===== src/logic/qpd_pkg.sv =====
// shared constants and types of the quadrature position decoder
package qpd_pkg;

  // ----------------------------------------------------------------
  // register offsets
  // ----------------------------------------------------------------
  localparam logic [7:0] QPD_CTRL_OFS   = 8'h00;
  localparam logic [7:0] QPD_INSEL_OFS  = 8'h04;
  localparam logic [7:0] QPD_STATUS_OFS = 8'h08;
  localparam logic [7:0] QPD_POS_OFS    = 8'h0C;
  localparam logic [7:0] QPD_REV_OFS    = 8'h10;

  // ----------------------------------------------------------------
  // field positions
  // ----------------------------------------------------------------
  localparam int unsigned QPD_CTRL_RUN_BIT  = 0;
  localparam int unsigned QPD_CTRL_DCM_BIT  = 1;
  localparam int unsigned QPD_CTRL_ICM_LSB  = 2;
  localparam int unsigned QPD_INSEL_A_LSB   = 0;
  localparam int unsigned QPD_INSEL_B_LSB   = 2;
  localparam int unsigned QPD_INSEL_Z_LSB   = 4;
  localparam int unsigned QPD_STAT_DIR_BIT  = 0;
  localparam int unsigned QPD_STAT_PH_LSB   = 1;
  localparam int unsigned QPD_STAT_IDX_BIT  = 3;
  localparam int unsigned QPD_STAT_SKIP_BIT = 4;

  // ----------------------------------------------------------------
  // widths and reset values
  // ----------------------------------------------------------------
  localparam int unsigned QPD_SRC_N = 4;
  localparam int unsigned QPD_SEL_W = 2;
  localparam int unsigned QPD_CNT_W = 16;
  localparam logic [3:0]           QPD_CTRL_RST  = 4'h0;
  localparam logic [5:0]           QPD_INSEL_RST = 6'h00;
  localparam logic [QPD_CNT_W-1:0] QPD_CNT_RST   = 16'h0000;

  // index condition encodings
  typedef enum logic [1:0] {
    QPD_ICM_OFF,
    QPD_ICM_FIRST,
    QPD_ICM_EVERY,
    QPD_ICM_SPARE
  } qpd_icm_t;

endpackage


===== src/logic/qpd_step_if.sv =====
// step events passed from the phase decoder to the top level
`timescale 1ns/100ps
`default_nettype none
interface qpd_step_if;
  logic       step;
  logic       dir;
  logic       period_tick;
  logic       skip;
  logic [1:0] phase;
  modport src (output step, output dir, output period_tick, output skip, output phase);
  modport dst (input step, input dir, input period_tick, input skip, input phase);
endinterface
`default_nettype wire


===== src/logic/qpd_decoder.sv =====
// top level of the quadrature position decoder with its register port
//
// Design decisions made here: the address-and-strobe port and the register addresses.
`timescale 1ns/100ps
`default_nettype none
module qpd_decoder
  import qpd_pkg::*;
(
  input  wire logic                 clk,
  input  wire logic                 arst_n,
  input  wire logic                 ce,
  input  wire logic [7:0]           reg_addr,
  input  wire logic [31:0]          reg_wdata,
  input  wire logic                 reg_wr,
  input  wire logic                 reg_rd,
  output var  logic [31:0]          reg_rdata,
  input  wire logic [QPD_SRC_N-1:0] phase_a_input,
  input  wire logic [QPD_SRC_N-1:0] phase_b_input,
  input  wire logic [QPD_SRC_N-1:0] index_input,
  output var  logic                 quad_clock_out,
  output var  logic                 direction_out,
  output var  logic                 period_clock_out,
  output var  logic                 index_occurrence_out,
  output var  logic                 index_revolution_out,
  output var  logic                 sync_start_out
);

  // ----------------------------------------------------------------
  // control registers
  // ----------------------------------------------------------------
  logic                 run;
  logic                 direction_count_select;
  qpd_icm_t             index_condition_select;
  logic [QPD_SEL_W-1:0] sel_a;
  logic [QPD_SEL_W-1:0] sel_b;
  logic [QPD_SEL_W-1:0] sel_z;
  logic [QPD_CNT_W-1:0] pos_count;
  logic [QPD_CNT_W-1:0] rev_count;
  logic                 index_seen;
  logic                 skip_err;
  logic                 moved;
  logic                 z_prev;

  logic wr_ctrl;
  logic wr_insel;
  logic wr_status;
  logic wr_pos;
  logic wr_rev;
  assign wr_ctrl   = reg_wr & (reg_addr == QPD_CTRL_OFS);
  assign wr_insel  = reg_wr & (reg_addr == QPD_INSEL_OFS);
  assign wr_status = reg_wr & (reg_addr == QPD_STATUS_OFS);
  assign wr_pos    = reg_wr & (reg_addr == QPD_POS_OFS);
  assign wr_rev    = reg_wr & (reg_addr == QPD_REV_OFS);

  always_ff @(posedge clk or negedge arst_n) begin
    if (!arst_n) begin
      run                    <= QPD_CTRL_RST[QPD_CTRL_RUN_BIT];
      direction_count_select <= QPD_CTRL_RST[QPD_CTRL_DCM_BIT];
      index_condition_select <= qpd_icm_t'(QPD_CTRL_RST[QPD_CTRL_ICM_LSB +: 2]);
    end else if (ce && wr_ctrl) begin
      run                    <= reg_wdata[QPD_CTRL_RUN_BIT];
      direction_count_select <= reg_wdata[QPD_CTRL_DCM_BIT];
      index_condition_select <= qpd_icm_t'(reg_wdata[QPD_CTRL_ICM_LSB +: 2]);
    end
  end

  always_ff @(posedge clk or negedge arst_n) begin
    if (!arst_n) begin
      sel_a <= QPD_INSEL_RST[QPD_INSEL_A_LSB +: QPD_SEL_W];
      sel_b <= QPD_INSEL_RST[QPD_INSEL_B_LSB +: QPD_SEL_W];
      sel_z <= QPD_INSEL_RST[QPD_INSEL_Z_LSB +: QPD_SEL_W];
    end else if (ce && wr_insel) begin
      sel_a <= reg_wdata[QPD_INSEL_A_LSB +: QPD_SEL_W];
      sel_b <= reg_wdata[QPD_INSEL_B_LSB +: QPD_SEL_W];
      sel_z <= reg_wdata[QPD_INSEL_Z_LSB +: QPD_SEL_W];
    end
  end

  // ----------------------------------------------------------------
  // input synchronisation and source selection
  // ----------------------------------------------------------------
  // every source is synchronised so a select change never exposes a raw pin
  logic [QPD_SRC_N-1:0] a_s;
  logic [QPD_SRC_N-1:0] b_s;
  logic [QPD_SRC_N-1:0] z_s;

  qpd_sync #(
    .W (3*QPD_SRC_N)
  ) u_sync (
    .clk    (clk),
    .arst_n (arst_n),
    .ce     (ce),
    .d      ({index_input, phase_b_input, phase_a_input}),
    .q      ({z_s, b_s, a_s})
  );

  logic phase_a_sel;
  logic phase_b_sel;
  logic index_sel;
  assign phase_a_sel = a_s[sel_a];
  assign phase_b_sel = b_s[sel_b];
  assign index_sel   = z_s[sel_z];

  // ----------------------------------------------------------------
  // phase decoding
  // ----------------------------------------------------------------
  qpd_step_if ev ();

  qpd_quad u_quad (
    .clk                    (clk),
    .arst_n                 (arst_n),
    .ce                     (ce),
    .run                    (run),
    .direction_count_select (direction_count_select),
    .phase_a                (phase_a_sel),
    .phase_b                (phase_b_sel),
    .ev                     (ev.src)
  );

  // ----------------------------------------------------------------
  // index handling
  // ----------------------------------------------------------------
  logic z_rise;
  logic next_occ;
  logic next_rev;
  logic next_index_seen;
  logic next_moved;
  logic next_skip_err;

  // index is meaningless in direction-count mode, so it is masked there
  assign z_rise = run & ~direction_count_select & index_sel & ~z_prev;

  always_comb begin
    unique case (index_condition_select)
      QPD_ICM_FIRST: next_occ = z_rise & ~index_seen;
      QPD_ICM_EVERY: next_occ = z_rise;
      default:       next_occ = 1'b0;
    endcase
  end

  // a second index edge without any shaft motion is jitter, not a revolution
  assign next_rev        = z_rise & moved;
  assign next_moved      = ev.step | (moved & ~next_rev);
  assign next_index_seen = run & (index_seen | z_rise);
  assign next_skip_err   = ev.skip | (skip_err & ~(wr_status & reg_wdata[QPD_STAT_SKIP_BIT]));

  always_ff @(posedge clk or negedge arst_n) begin
    if (!arst_n) begin
      z_prev     <= 1'b0;
      moved      <= 1'b0;
      index_seen <= 1'b0;
      skip_err   <= 1'b0;
    end else if (ce) begin
      z_prev     <= index_sel;
      moved      <= next_moved;
      index_seen <= next_index_seen;
      skip_err   <= next_skip_err;
    end
  end

  // ----------------------------------------------------------------
  // position and revolution counters
  // ----------------------------------------------------------------
  always_ff @(posedge clk or negedge arst_n) begin
    if (!arst_n) begin
      pos_count <= QPD_CNT_RST;
    end else if (ce) begin
      if (wr_pos) begin
        pos_count <= reg_wdata[QPD_CNT_W-1:0];
      end else if (ev.step) begin
        pos_count <= ev.dir ? pos_count + 16'h0001 : pos_count - 16'h0001;
      end
    end
  end

  always_ff @(posedge clk or negedge arst_n) begin
    if (!arst_n) begin
      rev_count <= QPD_CNT_RST;
    end else if (ce) begin
      if (wr_rev) begin
        rev_count <= reg_wdata[QPD_CNT_W-1:0];
      end else if (index_revolution_out) begin
        rev_count <= ev.dir ? rev_count + 16'h0001 : rev_count - 16'h0001;
      end
    end
  end

  // ----------------------------------------------------------------
  // outputs
  // ----------------------------------------------------------------
  always_ff @(posedge clk or negedge arst_n) begin
    if (!arst_n) begin
      index_occurrence_out <= 1'b0;
      index_revolution_out <= 1'b0;
    end else if (ce) begin
      index_occurrence_out <= next_occ;
      index_revolution_out <= next_rev;
    end
  end

  assign quad_clock_out   = ev.step;
  assign direction_out    = ev.dir;
  assign period_clock_out = ev.period_tick;
  assign sync_start_out   = run;

  // ----------------------------------------------------------------
  // register read port
  // ----------------------------------------------------------------
  logic [31:0] rd_mux;
  logic [31:0] ctrl_view;
  logic [31:0] insel_view;
  logic [31:0] status_view;

  assign ctrl_view   = {28'h000_0000, index_condition_select, direction_count_select, run};
  assign insel_view  = {26'h000_0000, sel_z, sel_b, sel_a};
  assign status_view = {27'h000_0000, skip_err, index_seen, ev.phase, ev.dir};

  always_comb begin
    unique case (reg_addr)
      QPD_CTRL_OFS:   rd_mux = ctrl_view;
      QPD_INSEL_OFS:  rd_mux = insel_view;
      QPD_STATUS_OFS: rd_mux = status_view;
      QPD_POS_OFS:    rd_mux = {16'h0000, pos_count};
      QPD_REV_OFS:    rd_mux = {16'h0000, rev_count};
      default:        rd_mux = 32'h0000_0000;
    endcase
  end

  always_ff @(posedge clk or negedge arst_n) begin
    if (!arst_n) begin
      reg_rdata <= 32'h0000_0000;
    end else if (ce && reg_rd) begin
      reg_rdata <= rd_mux;
    end
  end

endmodule // qpd_decoder
`default_nettype wire


===== src/logic/qpd_quad.sv =====
// phase decoder: quadrature and direction-count stepping
`timescale 1ns/100ps
`default_nettype none
module qpd_quad
  import qpd_pkg::*;
(
  input  wire logic clk,
  input  wire logic arst_n,
  input  wire logic ce,
  input  wire logic run,
  input  wire logic direction_count_select,
  input  wire logic phase_a,
  input  wire logic phase_b,
  qpd_step_if.src   ev
);
  logic [1:0] prev_ab;
  logic [1:0] cur_ab;
  logic [1:0] diff_ab;
  logic [1:0] cw_next;
  logic       one_step;
  logic       two_step;
  logic       clk_rise;
  logic       next_step;
  logic       next_dir;
  logic       next_tick;

  // clockwise order with phase a leading: 00 -> 10 -> 11 -> 01 -> 00
  assign cur_ab   = {phase_a, phase_b};
  assign diff_ab  = cur_ab ^ prev_ab;
  assign cw_next  = {~prev_ab[0], prev_ab[1]};
  assign one_step = diff_ab[1] ^ diff_ab[0];
  assign two_step = diff_ab[1] & diff_ab[0];
  assign clk_rise = phase_a & ~prev_ab[1];

  assign next_step = run & (direction_count_select ? clk_rise : one_step);
  assign next_dir  = direction_count_select ? phase_b : (cur_ab == cw_next);
  // one tick per single-step phase a edge in quadrature mode: every a/b pair of steps gives one tick
  assign next_tick = run & ~direction_count_select & one_step & diff_ab[1];

  always_ff @(posedge clk or negedge arst_n) begin
    if (!arst_n) begin
      prev_ab        <= 2'h0;
      ev.step        <= 1'b0;
      ev.dir         <= 1'b0;
      ev.period_tick <= 1'b0;
      ev.skip        <= 1'b0;
    end else if (ce) begin
      prev_ab        <= cur_ab;
      ev.step        <= next_step;
      ev.period_tick <= next_tick;
      ev.skip        <= run & ~direction_count_select & two_step;
      if (next_step) begin
        ev.dir <= next_dir;
      end
    end
  end

  assign ev.phase = prev_ab;
endmodule // qpd_quad
`default_nettype wire


===== src/logic/qpd_sync.sv =====
// two-stage synchroniser for asynchronous pin inputs
`timescale 1ns/100ps
`default_nettype none
module qpd_sync #(
  parameter int unsigned W = 1
) (
  input  wire logic         clk,
  input  wire logic         arst_n,
  input  wire logic         ce,
  input  wire logic [W-1:0] d,
  output var  logic [W-1:0] q
);
  logic [W-1:0] meta;

  always_ff @(posedge clk or negedge arst_n) begin
    if (!arst_n) begin
      meta <= '0;
      q    <= '0;
    end else if (ce) begin
      meta <= d;
      q    <= meta;
    end
  end
endmodule // qpd_sync
`default_nettype wire

===== config.mk =====
export PLATFORM = sky130hd
export DESIGN_NAME = qpd_decoder
export DESIGN_NICKNAME = d
export VERILOG_FILES = /design/src/logic/qpd_pkg.sv /design/src/logic/qpd_step_if.sv /design/src/logic/qpd_decoder.sv /design/src/logic/qpd_quad.sv /design/src/logic/qpd_sync.sv
export SDC_FILE = /design/constraint.sdc
export NUM_CORES = 1
export LEC_CHECK = 0
export CAP_MARGIN = 30
export CORE_UTILIZATION = 35
export CTS_CLUSTER_DIAMETER = 150
export CTS_CLUSTER_SIZE = 28
export DETAILED_ROUTE_END_ITERATION = 6
export DONT_BUFFER_PORTS = 1
export HOLD_SLACK_MARGIN = 0.05
export PLACE_DENSITY = 0.55
export REMOVE_ABC_BUFFERS = 1
export SETUP_SLACK_MARGIN = 0.2
export SLEW_MARGIN = 30
export SYNTH_ARGS = -nofsm -noshare
export SYNTH_HDL_FRONTEND = slang
export SYNTH_SLANG_ARGS = --single-unit
export TNS_END_PERCENT = 5

===== constraint.sdc =====
create_clock -name clk -period 7.4 [get_ports clk]
set_input_delay 1.11 -clock clk [delete_from_list [all_inputs] [get_ports clk]]
set_output_delay 1.11 -clock clk [all_outputs]
set_load 0.1 [all_outputs]

* Yosys cells after proc, flatten, opt, wreduce, memory -nomap -nowiden
Index checks and enable logic that the tools add are counted.
Cells by class: equal/unequal tests 7, bitwise logic cells 32, order comparisons 3, muxes and demuxes 16, reduce and logical (&&, ||, !) cells 9, add/sub/neg operators 4
Operator list (count):
- two-way mux 16 bit | 6
- case mux 16 bit (5 select lines) | 1
- adder 16 x 1 -> 16 bit (second input constant) | 2
- subtractor 16 x 1 -> 16 bit (second input constant) | 2
- AND 1 bit | 20
- == test 8 x 4 -> 1 bit (second input constant) | 2
- < comparator 2 x 3 -> 1 bit (second input constant) | 3
- == test 8 x 3 -> 1 bit (second input constant) | 1
- == test 8 x 5 -> 1 bit (second input constant) | 1
- logical NOT 8 bit | 1
- NOT 1 bit | 7
- binary-select mux 1 bit (select 2 bit) | 3
- AND reduction 2 bit | 3
- two-way mux 1 bit | 5
- nonzero test 2 bit | 2
- logical AND 1 bit | 3
- bitwise OR 1 bit | 3
- == test 2 x 1 -> 1 bit (second input constant) | 1
- == test 2 bit | 1
- == test 2 bit (second input constant) | 1
- case mux 1 bit (2 select lines) | 1
- XOR 2 bit | 1
- XOR 1 bit | 1
Word-level totals: output and inout port bits 38, flip-flop bits (word level) 110

* Longest topological paths before layout
depth in word-level cells 8, depth in mapped cells 10, mapped depth without buffers 10

* Hierarchy
A second synthesis with hierarchy kept.
Unflattened totals: cell total of the unflattened synthesis 606, area, all modules 5929.4 um^2
Modules (own cells, without submodules):
- qpd_decoder | area each 4593.2 um^2, times used 1, cells an instance 524
- qpd_sync | area each 997.2 um^2, times used 1, cells an instance 51
- qpd_quad | area each 339.1 um^2, times used 1, cells an instance 31

* Least setup slack after synthesis
No wires, ideal clock.
path kind register to register, from register u_quad.ev.dir, to register rev_count[14], arrival time 4110 ps, stages on the path, launching flop included 11, data required time 7304 ps, setup time 96 ps, period minus slack after synthesis 4205 ps, path slack 3195 ps, path buffers 0, path through dfrtp_1 -> inv_1 -> ha_1 -> nor2b_4 -> o31a_1 -> o21a_1 -> or4b_1 -> a41o_2 -> o31ai_4 -> xor2_1 -> o31ai_1
Between the ends: cells in the longest elaborated chain, start to end 3
RTL lines:
- from (decl) | line qpd_step_if.sv:10 | modport src (output step, output dir, output period_tick, output skip, output phase);
- from (signal assigned) | line qpd_quad.sv:53 | ev.dir <= next_dir;
- two-way mux 16 bit | line qpd_decoder.sv:183 | rev_count <= ev.dir ? rev_count + 16'h0001 : rev_count - 16'h0001;
- two-way mux 16 bit | line qpd_decoder.sv:182 | end else if (index_revolution_out) begin
- two-way mux 16 bit | line qpd_decoder.sv:180 | if (wr_rev) begin
- to (signal assigned) | line qpd_decoder.sv:181 | rev_count <= reg_wdata[QPD_CNT_W-1:0];
- to (signal assigned) | line qpd_decoder.sv:183
- to (decl) | line qpd_decoder.sv:38 | logic [QPD_CNT_W-1:0] rev_count;
No other way between the ends. The select of a mux whose other input is x is not followed. A chain may end at the register's enable or synchronous reset.

* Worst setup path after layout
from input port reg_addr[5], to register pos_count[11]
Between the ends: cells in the longest elaborated chain, start to end 4, elaborated cells between the ends (all ways) 5, those cells by class eq/ne: 1; mux: 1; bitwise: 1; reduce/logical: 2
RTL lines:
- from (decl) | line qpd_decoder.sv:12 | input wire logic [7:0] reg_addr,
- == test 8 x 4 -> 1 bit (*) | line qpd_decoder.sv:52 | assign wr_pos = reg_wr & (reg_addr == QPD_POS_OFS);
- AND 1 bit (*) | line qpd_decoder.sv:52
- nonzero test 2 bit (no line)
- AND reduction 2 bit (no line)
- to (signal assigned) | line qpd_decoder.sv:169 | pos_count <= reg_wdata[QPD_CNT_W-1:0];
- to (signal assigned) | line qpd_decoder.sv:171 | pos_count <= ev.dir ? pos_count + 16'h0001 : pos_count - 16'h0001;
- to (decl) | line qpd_decoder.sv:37 | logic [QPD_CNT_W-1:0] pos_count;
Mark *: on every way between the ends. The rest lies on a longest branch, timed or not.

==> impl_metrics.env <==
export IMPL_p_per_area_nw_per_um2=258
export IMPL_antenna_cells=0
export IMPL_synth_seq_cells=94
export IMPL_fin_cells=810
export IMPL_drt_wl_total_um=14600
export IMPL_report_final_setup_viol=0
export IMPL_fill_cells=1612
export IMPL_grt_max_degree=95
export IMPL_maxSlewViolCount=0
export IMPL_firstDrtPassIters=4
export IMPL_timing_max_slew_rel_slack_pct=31.5
export IMPL_async_reset_ff_share_pct=100
export IMPL_crit_required_ns=7.68
export IMPL_setup_tns_ns=0
export IMPL_die_height_um=131
export IMPL_grt_overflow_total=0
export IMPL_die_area_um2=17100
export IMPL_clk_latency_ns=0.36
export IMPL_drc=0
export IMPL_synth_top_area_share_pct=40.6
export IMPL_place_congestion=0.878
export IMPL_fmax_mhz=295
export IMPL_hold_viol=0
export IMPL_worstRegToRegCells=10
export IMPL_via_count=4462
export IMPL_initial_utilization_pct=36.2
export IMPL_critPathArrivalTime_ns=3.67
export IMPL_numCtsBuffers=9
export IMPL_path_clk_slew_ns=0.07
export IMPL_coreArea_um2=16000
export IMPL_syn_inst=599
export IMPL_tightest_slew_ns=1.03
export IMPL_die_w_um=131
export IMPL_grt_pass1_vias=4507
export IMPL_cts_root_buf="clkbuf_16"
export IMPL_grt_usage_pct=18.2
export IMPL_crit_type="in2reg"
export IMPL_avgSynthCellArea_um2=9.67
export IMPL_final_common_cell="dfrtp_1"
export IMPL_cts_resized=0
export IMPL_drv_cap=0
export IMPL_synth_distinct_cells=61
export IMPL_post_cts_setup_buffers=0
export IMPL_ys_flop_type="dfrtp_1"
export IMPL_nets=680
export IMPL_min_period_ns=3.40
export IMPL_vias_per_cell=5.51
export IMPL_status="finished, final reports clean"
export IMPL_fin_skew_ns=0.00473
export IMPL_p_leak_nw=2.81
export IMPL_period_share_pct=45.9
export IMPL_clock_path_buffers=2
export IMPL_layout_drive_gt1_share_pct=13.6
export IMPL_critPathCaptureType="register"
export IMPL_grt_pass1_wl_um=23600
export IMPL_yosysSeqAreaShare_pct=40.6
export IMPL_final_cell_mix="dfrtp_1 (92), a21oi_1 (58), o21ai_0 (50), nand2_1 (47), nor2_1 (41)"
export IMPL_synth_edff_count=0
export IMPL_row_count=46
export IMPL_ir_drop_mv=0.176
export IMPL_dp_hpwl_um=10200
export IMPL_wl_per_cell_um=18.0
export IMPL_antenna_found_initial=0
export IMPL_dp_cells=793
export IMPL_cts_sinks=94
export IMPL_io_buffers=0
export IMPL_drtIter0Drc=220
export IMPL_netlist_area_um2=5790
export IMPL_crit_fanout=24
export IMPL_start_kind="input port"
export IMPL_cts_tree="yes"
export IMPL_area_growth_pct=8.66
export IMPL_htreeDepth=3
export IMPL_yosysWarningCount=0
export IMPL_ant_nets=0
export IMPL_num_io_pins=95
export IMPL_yosysTopAreaCell="dfrtp_1"
export IMPL_cts_hold_buf=0
export IMPL_grt_setup_unrepaired="false"
export IMPL_synth_area_leaders="dfrtp_1 (41%), mux2_2 (7.6%), ha_1 (6.9%), a21oi_1 (5.0%), o21ai_0 (4.4%)"
export IMPL_hold_class="in2async"
## area by class of cell
type | instances | area (um2) | share of cell area, %
Multi-Input combinational cell | 455 | 3200 | 50.8
Sequential cell | 94 | 2350 | 37.4
Tap cell | 216 | 270 | 4.29
Clock buffer | 9 | 225 | 3.58
Clock inverter | 7 | 101 | 1.61
Inverter | 21 | 78.8 | 1.25
Timing Repair Buffer | 8 | 63.8 | 1.01
## Yosys cell counts, types with 2 or more instances
library cell and instances:
nand3_1 14, a2111oi_0 2, fa_1 2, nand2b_1 5, o21ai_0 51, nor2b_1 6, clkbuf_1 24, a31oi_1 8
mux2i_1 7, a21oi_1 58, a211oi_1 6, o211ai_1 3, buf_1 2, inv_1 21, mux4_2 7, and3_1 8
buf_2 2, o21a_1 7, nor2_1 41, and4b_1 2, a21o_1 11, buf_4 16, nor3_1 14, o31ai_1 2
and2_0 2, mux2_2 39, a22oi_1 15, ha_1 32, and2_1 2, xor2_1 10, nand2_1 47, dfrtp_1 94
o21ai_1 2, xnor2_1 9, o32ai_1 2
## metrics by stage
stage | hold WS (ns) | cell area [um2] | setup WS [ns] | utilization [%] | power, mW
after global placement | 0.466 | 5950 | 3.49 | 37.2 | 1.10
after global routing | 0.424 | 6290 | 3.86 | 39.3 | 1.72
after detailed placement | 0.476 | 5950 | 3.46 | 37.2 | 1.11
after CTS | 0.425 | 6280 | 3.83 | 39.3 | 1.64
after floorplan | 0.444 | 5620 | 3.12 | - | 1.03
final | 0.444 | 6290 | 4.00 | 39.3 | 1.63
## metal layers
| metal | part of all wire [%] | global-route usage, % | wire length [um] | vias to the layer above |
|---|---|---|---|---|
| met4 | 3.1 | 8.25 | 448 | 0 |
| met1 | 44 | 22.4 | 6400 | 2184 |
| met2 | 48 | 30.0 | 6990 | 128 |
| met3 | 5.3 | 4.76 | 773 | 34 |
| li1 | - | - | - | 2116 |
| met5 | 0 | 0 | 0 | - |
## kinds of logic (layout without fill, tap and decap cells)
family          count (synthesis)  after routing  synth area share (%)
compound gates                181            181                  19.2
xor+xnor                       19             19                  2.87
fa+ha+maj                      34             34                  7.60
buf+inv                        65             45                  5.29
flops                          94             94                  40.6
mux                            53             53                  11.5
other cells                     1             16                0.0647
simple gates                  152            152                  12.8
## power by group
part / internal (mW) / leakage [nW] / switching [mW]
clock network: 0.301 / 0.158 / 0.222
registers: 0.560 / 1.18 / 0.117
logic: 0.174 / 1.47 / 0.254
total: 1.03 / 2.81 / 0.592
## worst max-delay path: stages
cell	delay [ns]
nor3_1	0.27
and4b_1	0.74
and2_1	0.54
buf_6	0.23
o21ai_1	0.07
buf_4	0.26
o21ai_0	0.19
o41ai_1	0.09
a31oi_1	0.15
## worst paths after layout
path / startpoint / end / slack [ns]
worst max-delay path: reg_addr[5] / pos_count[11] / 4.00
worst min-delay path: arst_n / reg_rdata[6] / 0.44
worst max register to register: u_quad.ev.dir / rev_count[14] / 4.16
worst min register to register: skip_err / skip_err / 0.49
max in group asynchronous: arst_n / index_revolution_out / 6.79
min in group clk: skip_err / skip_err / 0.49
## flip-flops by register name, summed over array words and instances (netlist names), 2 cells and up
name,cells
sel_z,2
index_condition_select,2
u_sync.meta,12
u_quad.ev.phase,2
rev_count,16
u_sync.q,12
pos_count,16
sel_b,2
reg_rdata,16
sel_a,2
No activity file was read; power rests on OpenSTA's default activity.
